==> src/sdag_regs.svh <==
// Constants for the segmented data address generator
`ifndef SDAG_REGS_SVH
`define SDAG_REGS_SVH

// SFR addresses of the segment registers
`define SDAG_SFR_SELECT    11'h0403
`define SDAG_SFR_DATA_SEG  11'h0441
`define SDAG_SFR_EXTRA_SEG 11'h0442
`define SDAG_SFR_BASE      11'h0400

// Reset values and fields
`define SDAG_SELECT_RST  8'h00
`define SDAG_SEG_RST     8'h00
`define SDAG_EWEN_BIT    7
`define SDAG_SP_IDX      3'h7
`define SDAG_SYS_SEG     8'h00

// Memory map
`define SDAG_INT_BITS    9
`define SDAG_RSV_NIBBLE  4'hF
`define SDAG_BIT_RAM_HI  3'h1
`define SDAG_BYTE_STEP   16'h0001
`define SDAG_WORD_STEP   16'h0002

`endif

==> src/sdag_pkg.sv <==
// Types for the segmented data address generator
package sdag_pkg;

   typedef enum logic [2:0] {
      SDAG_INDIRECT = 3'h0,
      SDAG_OFFSET   = 3'h1,
      SDAG_AUTOINC  = 3'h3,
      SDAG_DIRECT   = 3'h2,
      SDAG_BIT      = 3'h6
   } sdag_mode_t;

   typedef struct packed {
      logic        valid;
      sdag_mode_t  mode;
      logic [2:0]  ptr_idx;
      logic [15:0] ptr;
      logic [15:0] offset;
      logic        off_word;
      logic        word;
      logic        write;
      logic        force_ext;
      logic [10:0] direct;
      logic [9:0]  bit_addr;
   } sdag_req_t;

   typedef struct packed {
      logic        valid;
      logic [23:0] addr;
      logic        word;
      logic        write;
      logic        internal;
      logic        external;
      logic        sfr;
      logic        reserved;
      logic        blocked;
      logic [2:0]  bit_sel;
      logic        ptr_we;
      logic [15:0] ptr_next;
   } sdag_acc_t;

endpackage

==> src/sdag_top.sv <==
// Data address generator with segment registers and memory routing
`timescale 1ns/100ps
`include "sdag_regs.svh"

// What this block does
// - 256 segments of 64K, segment upper byte
// - Top 16 segments reserved, never stored
// - External memory starts above internal top
// - Internal memory 512 bytes from zero
// - Odd word address drops bit zero
// - Overlap range goes to internal memory
// - Forced external move goes external, except in reserved segments
// - Data space serves data only, no fetch
// - Address is segment byte above pointer
// - Per-pointer select bit, data or extra
// - Stack pointer: segment 0 system, data user
// - Extra write enable writable only in system
// - Signed 8/16-bit offset added to pointer
// - Alignment checked on final effective address
// - Post-increment by one byte, two word
// - Increment never changes segment register
// - Direct 10-bit address zero-extended, data segment
// - Direct 400h-7FFh decodes as SFR
// - Bit space over bytes 20h-3Fh
// - Privilege bit picks user or system mode

module sdag_top
   import sdag_pkg::*;
(
   input  wire logic        I_CLOCK,
   input  wire logic        I_RESETN,
   input  wire logic        I_PRIV,
   input  wire sdag_req_t   I_REQ,
   input  wire logic        I_SFR_WR,
   input  wire logic [10:0] I_SFR_ADDR,
   input  wire logic [7:0]  I_SFR_WDATA,
   output sdag_acc_t        O_ACC,
   output logic [7:0]       O_SFR_RDATA
);

   // ************************************
   // Segment registers
   // ************************************
   logic [7:0]  segment_select;
   logic [7:0]  data_segment;
   logic [7:0]  extra_segment;
   logic        user_extra_write_enable;
   logic        sys_mode;

   assign sys_mode = I_PRIV;
   assign user_extra_write_enable = segment_select[`SDAG_EWEN_BIT];

   wire         wr_select;
   wire         wr_data_seg;
   wire         wr_extra_seg;
   wire [7:0]   next_select;

   assign wr_select    = I_SFR_WR && (I_SFR_ADDR == `SDAG_SFR_SELECT);
   assign wr_data_seg  = I_SFR_WR && (I_SFR_ADDR == `SDAG_SFR_DATA_SEG);
   assign wr_extra_seg = I_SFR_WR && (I_SFR_ADDR == `SDAG_SFR_EXTRA_SEG);

   // Enable bit keeps its value on a user-mode write
   assign next_select = {sys_mode ? I_SFR_WDATA[7] : segment_select[7],
                         I_SFR_WDATA[6:0]};

   always_ff @(posedge I_CLOCK or negedge I_RESETN) begin
      if (!I_RESETN) begin
         segment_select <= `SDAG_SELECT_RST;
         data_segment   <= `SDAG_SEG_RST;
         extra_segment  <= `SDAG_SEG_RST;
      end else begin
         if (wr_select) begin
            segment_select <= next_select;
         end
         if (wr_data_seg) begin
            data_segment <= I_SFR_WDATA;
         end
         if (wr_extra_seg) begin
            extra_segment <= I_SFR_WDATA;
         end
      end
   end

   wire [7:0]   next_rdata;

   assign next_rdata = (I_SFR_ADDR == `SDAG_SFR_SELECT)    ? segment_select :
                       (I_SFR_ADDR == `SDAG_SFR_DATA_SEG)  ? data_segment   :
                       (I_SFR_ADDR == `SDAG_SFR_EXTRA_SEG) ? extra_segment  :
                       8'h00;

   // ************************************
   // Pointer and segment selection
   // ************************************
   wire         is_sp;
   wire         ptr_mode;
   wire         use_extra;
   wire [7:0]   ptr_seg;
   wire [15:0]  off_ext;
   wire [15:0]  off_sum;
   wire [15:0]  eff_ptr;
   wire [15:0]  step;

   assign is_sp     = (I_REQ.ptr_idx == `SDAG_SP_IDX);
   assign ptr_mode  = (I_REQ.mode == SDAG_INDIRECT) ||
                      (I_REQ.mode == SDAG_OFFSET) ||
                      (I_REQ.mode == SDAG_AUTOINC);
   assign use_extra = !is_sp && segment_select[I_REQ.ptr_idx];
   assign ptr_seg   = is_sp ? (sys_mode ? `SDAG_SYS_SEG : data_segment) :
                      (use_extra ? extra_segment : data_segment);

   // Offset sign-extended, sum wraps in 16 bits
   assign off_ext = I_REQ.off_word ? I_REQ.offset :
                    {{8{I_REQ.offset[7]}}, I_REQ.offset[7:0]};
   assign off_sum = I_REQ.ptr + off_ext;
   assign eff_ptr = (I_REQ.mode == SDAG_OFFSET) ? off_sum : I_REQ.ptr;
   assign step    = I_REQ.word ? `SDAG_WORD_STEP : `SDAG_BYTE_STEP;

   // ************************************
   // Address forming
   // ************************************
   wire         dir_sfr;
   wire         bit_ram;
   wire         bit_sfr;
   wire [10:0]  bit_sfr_addr;
   wire [23:0]  raw_addr;
   wire         is_word;
   wire [23:0]  aligned;

   assign dir_sfr      = (I_REQ.mode == SDAG_DIRECT) && I_REQ.direct[10];
   assign bit_ram      = (I_REQ.mode == SDAG_BIT) &&
                         (I_REQ.bit_addr[9:8] == 2'b01);
   assign bit_sfr      = (I_REQ.mode == SDAG_BIT) && I_REQ.bit_addr[9];
   assign bit_sfr_addr = `SDAG_SFR_BASE | {5'h00, I_REQ.bit_addr[8:3]};

   // Segment byte on top of a 16-bit offset; no carry reaches it
   assign raw_addr =
      ptr_mode ? {ptr_seg, eff_ptr} :
      dir_sfr  ? {13'h0000, I_REQ.direct} :
      (I_REQ.mode == SDAG_DIRECT) ?
         {data_segment, 6'h00, I_REQ.direct[9:0]} :
      bit_sfr  ? {13'h0000, bit_sfr_addr} :
      {data_segment, 8'h00, `SDAG_BIT_RAM_HI, I_REQ.bit_addr[7:3]};

   // Bit accesses are byte wide; words drop bit zero after the offset
   assign is_word = I_REQ.word && (I_REQ.mode != SDAG_BIT);
   assign aligned = {raw_addr[23:1], raw_addr[0] & ~is_word};

   // ************************************
   // Routing and protection
   // ************************************
   wire         is_sfr;
   wire         is_mem;
   wire         is_rsv;
   wire         in_int;
   wire         blk;

   assign is_sfr = dir_sfr || bit_sfr;
   // Register-file bit addresses reach no memory
   assign is_mem = ptr_mode || (I_REQ.mode == SDAG_DIRECT && !dir_sfr) ||
                   bit_ram;
   assign is_rsv = is_mem && (aligned[23:20] == `SDAG_RSV_NIBBLE);
   assign in_int = (aligned[23:`SDAG_INT_BITS] == '0);
   assign blk    = I_REQ.write && !sys_mode && ptr_mode && use_extra &&
                   !user_extra_write_enable;

   sdag_acc_t   next_acc;

   always_comb begin
      next_acc          = '0;
      next_acc.valid    = I_REQ.valid;
      next_acc.addr     = aligned;
      next_acc.word     = is_word;
      next_acc.write    = I_REQ.write && !blk;
      next_acc.sfr      = is_sfr;
      next_acc.reserved = is_rsv;
      next_acc.blocked  = blk;
      next_acc.bit_sel  = (I_REQ.mode == SDAG_BIT) ? I_REQ.bit_addr[2:0] : 3'h0;
      // Overlap favours internal unless the move is forced out
      next_acc.internal = is_mem && !is_rsv && !I_REQ.force_ext &&
                          in_int;
      next_acc.external = is_mem && !is_rsv &&
                          (I_REQ.force_ext || !in_int);
      next_acc.ptr_we   = I_REQ.valid && (I_REQ.mode == SDAG_AUTOINC);
      next_acc.ptr_next = I_REQ.ptr + step;
      if (!I_REQ.valid) begin
         next_acc = '0;
      end
   end

   always_ff @(posedge I_CLOCK or negedge I_RESETN) begin
      if (!I_RESETN) begin
         O_ACC       <= '0;
         O_SFR_RDATA <= 8'h00;
      end else begin
         O_ACC       <= next_acc;
         O_SFR_RDATA <= next_rdata;
      end
   end
endmodule

==> config.mk <==
export PLATFORM = sky130hd
export DESIGN_NAME = sdag_top
export DESIGN_NICKNAME = d
export VERILOG_FILES = /design/src/sdag_pkg.sv /design/src/sdag_top.sv
export VERILOG_INCLUDE_DIRS = /design/src /design/src/src
export SDC_FILE = /design/constraint.sdc
export NUM_CORES = 1
export LEC_CHECK = 0
export BUFFER_PORTS_ARGS = -buffer_cell sky130_fd_sc_hd__buf_2
export CORE_MARGIN = 2
export CORE_UTILIZATION = 53
export CTS_BUF_LIST = sky130_fd_sc_hd__clkbuf_8 sky130_fd_sc_hd__clkbuf_16
export DETAILED_ROUTE_END_ITERATION = 10
export GPL_TIMING_DRIVEN = 0
export PLACE_DENSITY = 0.91
export REMOVE_ABC_BUFFERS = 1
export SETUP_SLACK_MARGIN = 0.3
export SYNTH_ARGS = -nofsm -noshare
export SYNTH_HDL_FRONTEND = slang
export SYNTH_SLANG_ARGS = --single-unit
==> constraint.sdc <==
create_clock -name I_CLOCK -period 5.08 [get_ports I_CLOCK]
set_clock_uncertainty 0.2 [all_clocks]
set_input_delay 0.762 -clock I_CLOCK [delete_from_list [all_inputs] [get_ports I_CLOCK]]
set_output_delay 0.762 -clock I_CLOCK [all_outputs]
set_load 0.1 [all_outputs]
==> impl_metrics.py <==
metrics = {
    "setup_path": {
        "critPathLaunch": "I_REQ[24]",
        "ff2ff_setup_slack_ps": 2280,
        "timing.rr.end": "O_ACC[23]",
        "crit_end": "O_ACC[23]",
        "worstPathRequired_ps": 5120,
        "reg2reg_from": "segment_select[0]",
        "cp-end-kind": "register",
        "cp_max_fo": 12,
        "worstPathArrival_ps": 3420,
        "reg2reg_depth": 8,
        "path_class": "in2reg",
        "cp-start-kind": "input port",
    },
    "routing": {
        "drc": 0,
        "drt-total-wl_um": 13300,
        "num_vias": 4650,
        "drtIter0Drc": 281,
        "post_drt_via_cell_ratio": 6.07,
        "postRouteAntennaNets": 0,
        "wire_per_inst_um": 17.3,
        "dr.pass1.iters": 5,
    },
    "clock_network": {
        "ctsHoldBuffers": 0,
        "clkTransAtPathRegs_ps": 80,
        "cts_setup_buffers": 0,
        "cts.repair.resized": 0,
        "cts_buffer_depth": 2,
        "clk_latency_ps": 350,
        "numCtsBuffers": 9,
        "cts_tree": "yes",
        "clock_sinks": 84,
        "root_buffer": "clkbuf_8",
        "htree_levels": 3,
    },
    "pwr": {
        "power.total_uw": 1700,
        "leakagePower_uw": 0.00300,
        "peakVddDrop_v": 0.000148,
        "p_per_area_mw_per_mm2": 290,
    },
    "yosys": {
        "netlist_area_mm2": 0.00484,
        "synthMuxAreaShare_pct": 6.88,
        "synth_simple_gate_area_share_pct": 20.1,
        "synth_edf_count": 0,
        "synthAdderAreaFrac_pct": 5.23,
        "ys_ff_latch": 84,
        "synth-compound-area-share_pct": 17.0,
        "synth_top_family_by_area": "simple AND/OR/NAND/NOR gates",
        "syn_inst": 517,
        "syn_avg_cell_area_um2": 9.35,
        "synth_xor_area_share_pct": 3.44,
        "ys_types": 59,
        "async_flop_share_pct": 100,
        "ys_warn_count": 0,
        "yosysSeqAreaShare_pct": 43.5,
        "dominantRegCellSynth": "dfrtp_1",
    },
    "place": {
        "port_buffers": 146,
        "post-place-ws_ps": 1340,
        "gp_congestion": 0.927,
        "placedCellCount": 750,
        "hpwl_um": 9920,
    },
    "timing": {
        "max_clock_freq_ghz": 0.295,
        "setup_slack_ps": 1690,
        "period_share_pct": 66.7,
        "slew_viol_final": 0,
        "final_hold_viol_count": 0,
        "fin_setup_tns_ps": 0,
        "period_needed_ps": 3390,
        "grt_setup_unrepaired": "false",
        "worst_slew_pin_slew_ps": 737,
        "slew_headroom_pct": 50.6,
        "setup_viol": 0,
    },
    "floorplanning": {
        "rows": 34,
        "ios": 147,
        "initial_core_util_pct": 54.9,
        "die-area_mm2": 0.00990,
        "dieHeight_um": 99.5,
        "fp.dieW_um": 99.5,
        "fp.coreArea_mm2": 0.00881,
    },
    "cells_and_area": {
        "fin_util_pct": 66.6,
        "area_growth_pct": 21.3,
        "nNetsFinal": 759,
        "drive_above_1_share_pct": 29.9,
        "num_antenna_cells": 0,
        "fin_cells": 766,
    },
    "hold_path": {
        "hp-class": "in2async",
    },
    "global_routing": {
        "grt.total_usage_pct": 26.6,
        "grt_pass1_vias": 4370,
        "antenna_found_initial": 0,
        "grt_max_degree": 50,
        "grt_pass1_wl_um": 20800,
        "grt_overflow": 0,
    },
    "flow_run": {
        "timing.max_cap.violations": 0,
    },
    "outcome": {
        "status": "finished clean",
    },
}
[report_power, final]
part	switching [uW]	internal, uW	total [uW]
logic	328	124	452
clock network	247	306	553
registers	6.85	688	695
[cells in the final DEF, fill, tap and decap left out, drive strengths merged, types with 2 or more instances in the layout]
master | synthesis | final
a211oi | 16 | 16
a21boi | 2 | 2
a21o | 4 | 4
a21oi | 36 | 36
a222oi | 8 | 8
a22oi | 7 | 7
a311oi | 4 | 4
and2 | 4 | 4
and3 | 4 | 4
buf | 14 | 147
bufinv | 0 | 2
clkbuf | 8 | 11
clkinv | 0 | 2
dfrtp | 84 | 84
fa | 2 | 2
ha | 17 | 17
inv | 23 | 24
mux2 | 26 | 26
mux2i | 4 | 4
nand2 | 61 | 61
nand2b | 15 | 15
nand3 | 13 | 13
nand4 | 5 | 5
nor2 | 50 | 50
nor2b | 7 | 7
nor3 | 16 | 16
nor3b | 4 | 4
nor4 | 8 | 8
o2111ai | 2 | 2
o211ai | 3 | 3
o21a | 3 | 3
o21ai | 21 | 21
o21bai | 3 | 3
o22ai | 6 | 6
or3 | 5 | 5
or3b | 2 | 2
xnor2 | 8 | 8
xor2 | 11 | 11
[state kept, by name (all words and copies together), names as in the netlist]
name and count:
segment_select 8, data_segment 8, extra_segment 8, O_SFR_RDATA 8, O_ACC 52
[metrics by stage]
stage	cell area (um^2)	hold WS (ps)
4_1_cts	5870	176
3_5_place_dp	5630	323
6_report	5870	163
2_1_floorplan	4740	266
5_1_grt	5870	195
3_3_place_gp	5600	305
[cells by family after synthesis]
logic type,after synthesis
flip-flops,84
AND/OR/NAND/NOR,196
buffers and inverters,45
multiplexers,30
AO/OA/AOI/OAI,124
adder cells (fa/ha/maj),19
XOR/XNOR,19
[cell type report]
cell class,instances,area (um^2)
Clock buffer,11,151
Clock inverter,5,82.6
Fill cell,690,2940
Inverter,23,86.3
Multi-Input combinational cell,388,2550
Sequential cell,84,2100
Tap cell,108,135
Timing Repair Buffer,147,761
[critical path: stages]
cell and delay [ps]:
buf_2 160, nand2b_1 270, nand2_1 90, ha_1 430, o21ai_1 200, a21oi_1 80, or3b_1 340, a32o_1 260
and3_1 180, nor4_2 260, nand4_1 180, o21ba_1 220
[synthesized netlist by cell type, drive strengths merged (5+ instances only)]
cell type   n  area, um^2
nor3       16        95.1
a222oi      8        80.1
nand3      13        65.1
xor2       11        96.3
o22ai       6        37.5
mux2       26         293
a22oi       7        52.6
a211oi     16         120
o21ai      21         105
buf        14        68.8
nor4        8        56.3
nand4       5        31.3
ha         17         213
nand2b     15        96.3
a21oi      36         180
clkbuf      8        31.3
dfrtp      84        2100
or3         5        31.3
nand2      61         229
nor2       50         188
inv        23        86.3
xnor2       8        70.1
nor2b       7        51.3
[worst min-delay path by stage]
stage	endpoint	slack, ps
2_1_floorplan	O_ACC[0]	270
3_3_place_gp	segment_select[5]	300
3_5_place_dp	segment_select[1]	320
4_1_cts	O_SFR_RDATA[2]	180
5_1_grt	O_SFR_RDATA[2]	190
6_report	O_SFR_RDATA[2]	160
[routing by layer]
layer	up-vias	global-route usage, %	part of all wire (%)
li1	2132	-	-
met1	2215	32.9	39
met2	260	45.8	51
met3	43	5.20	7.5
met4	0	10.5	2.7
met5	-	0	0
(Power assumes the default switching activity.)
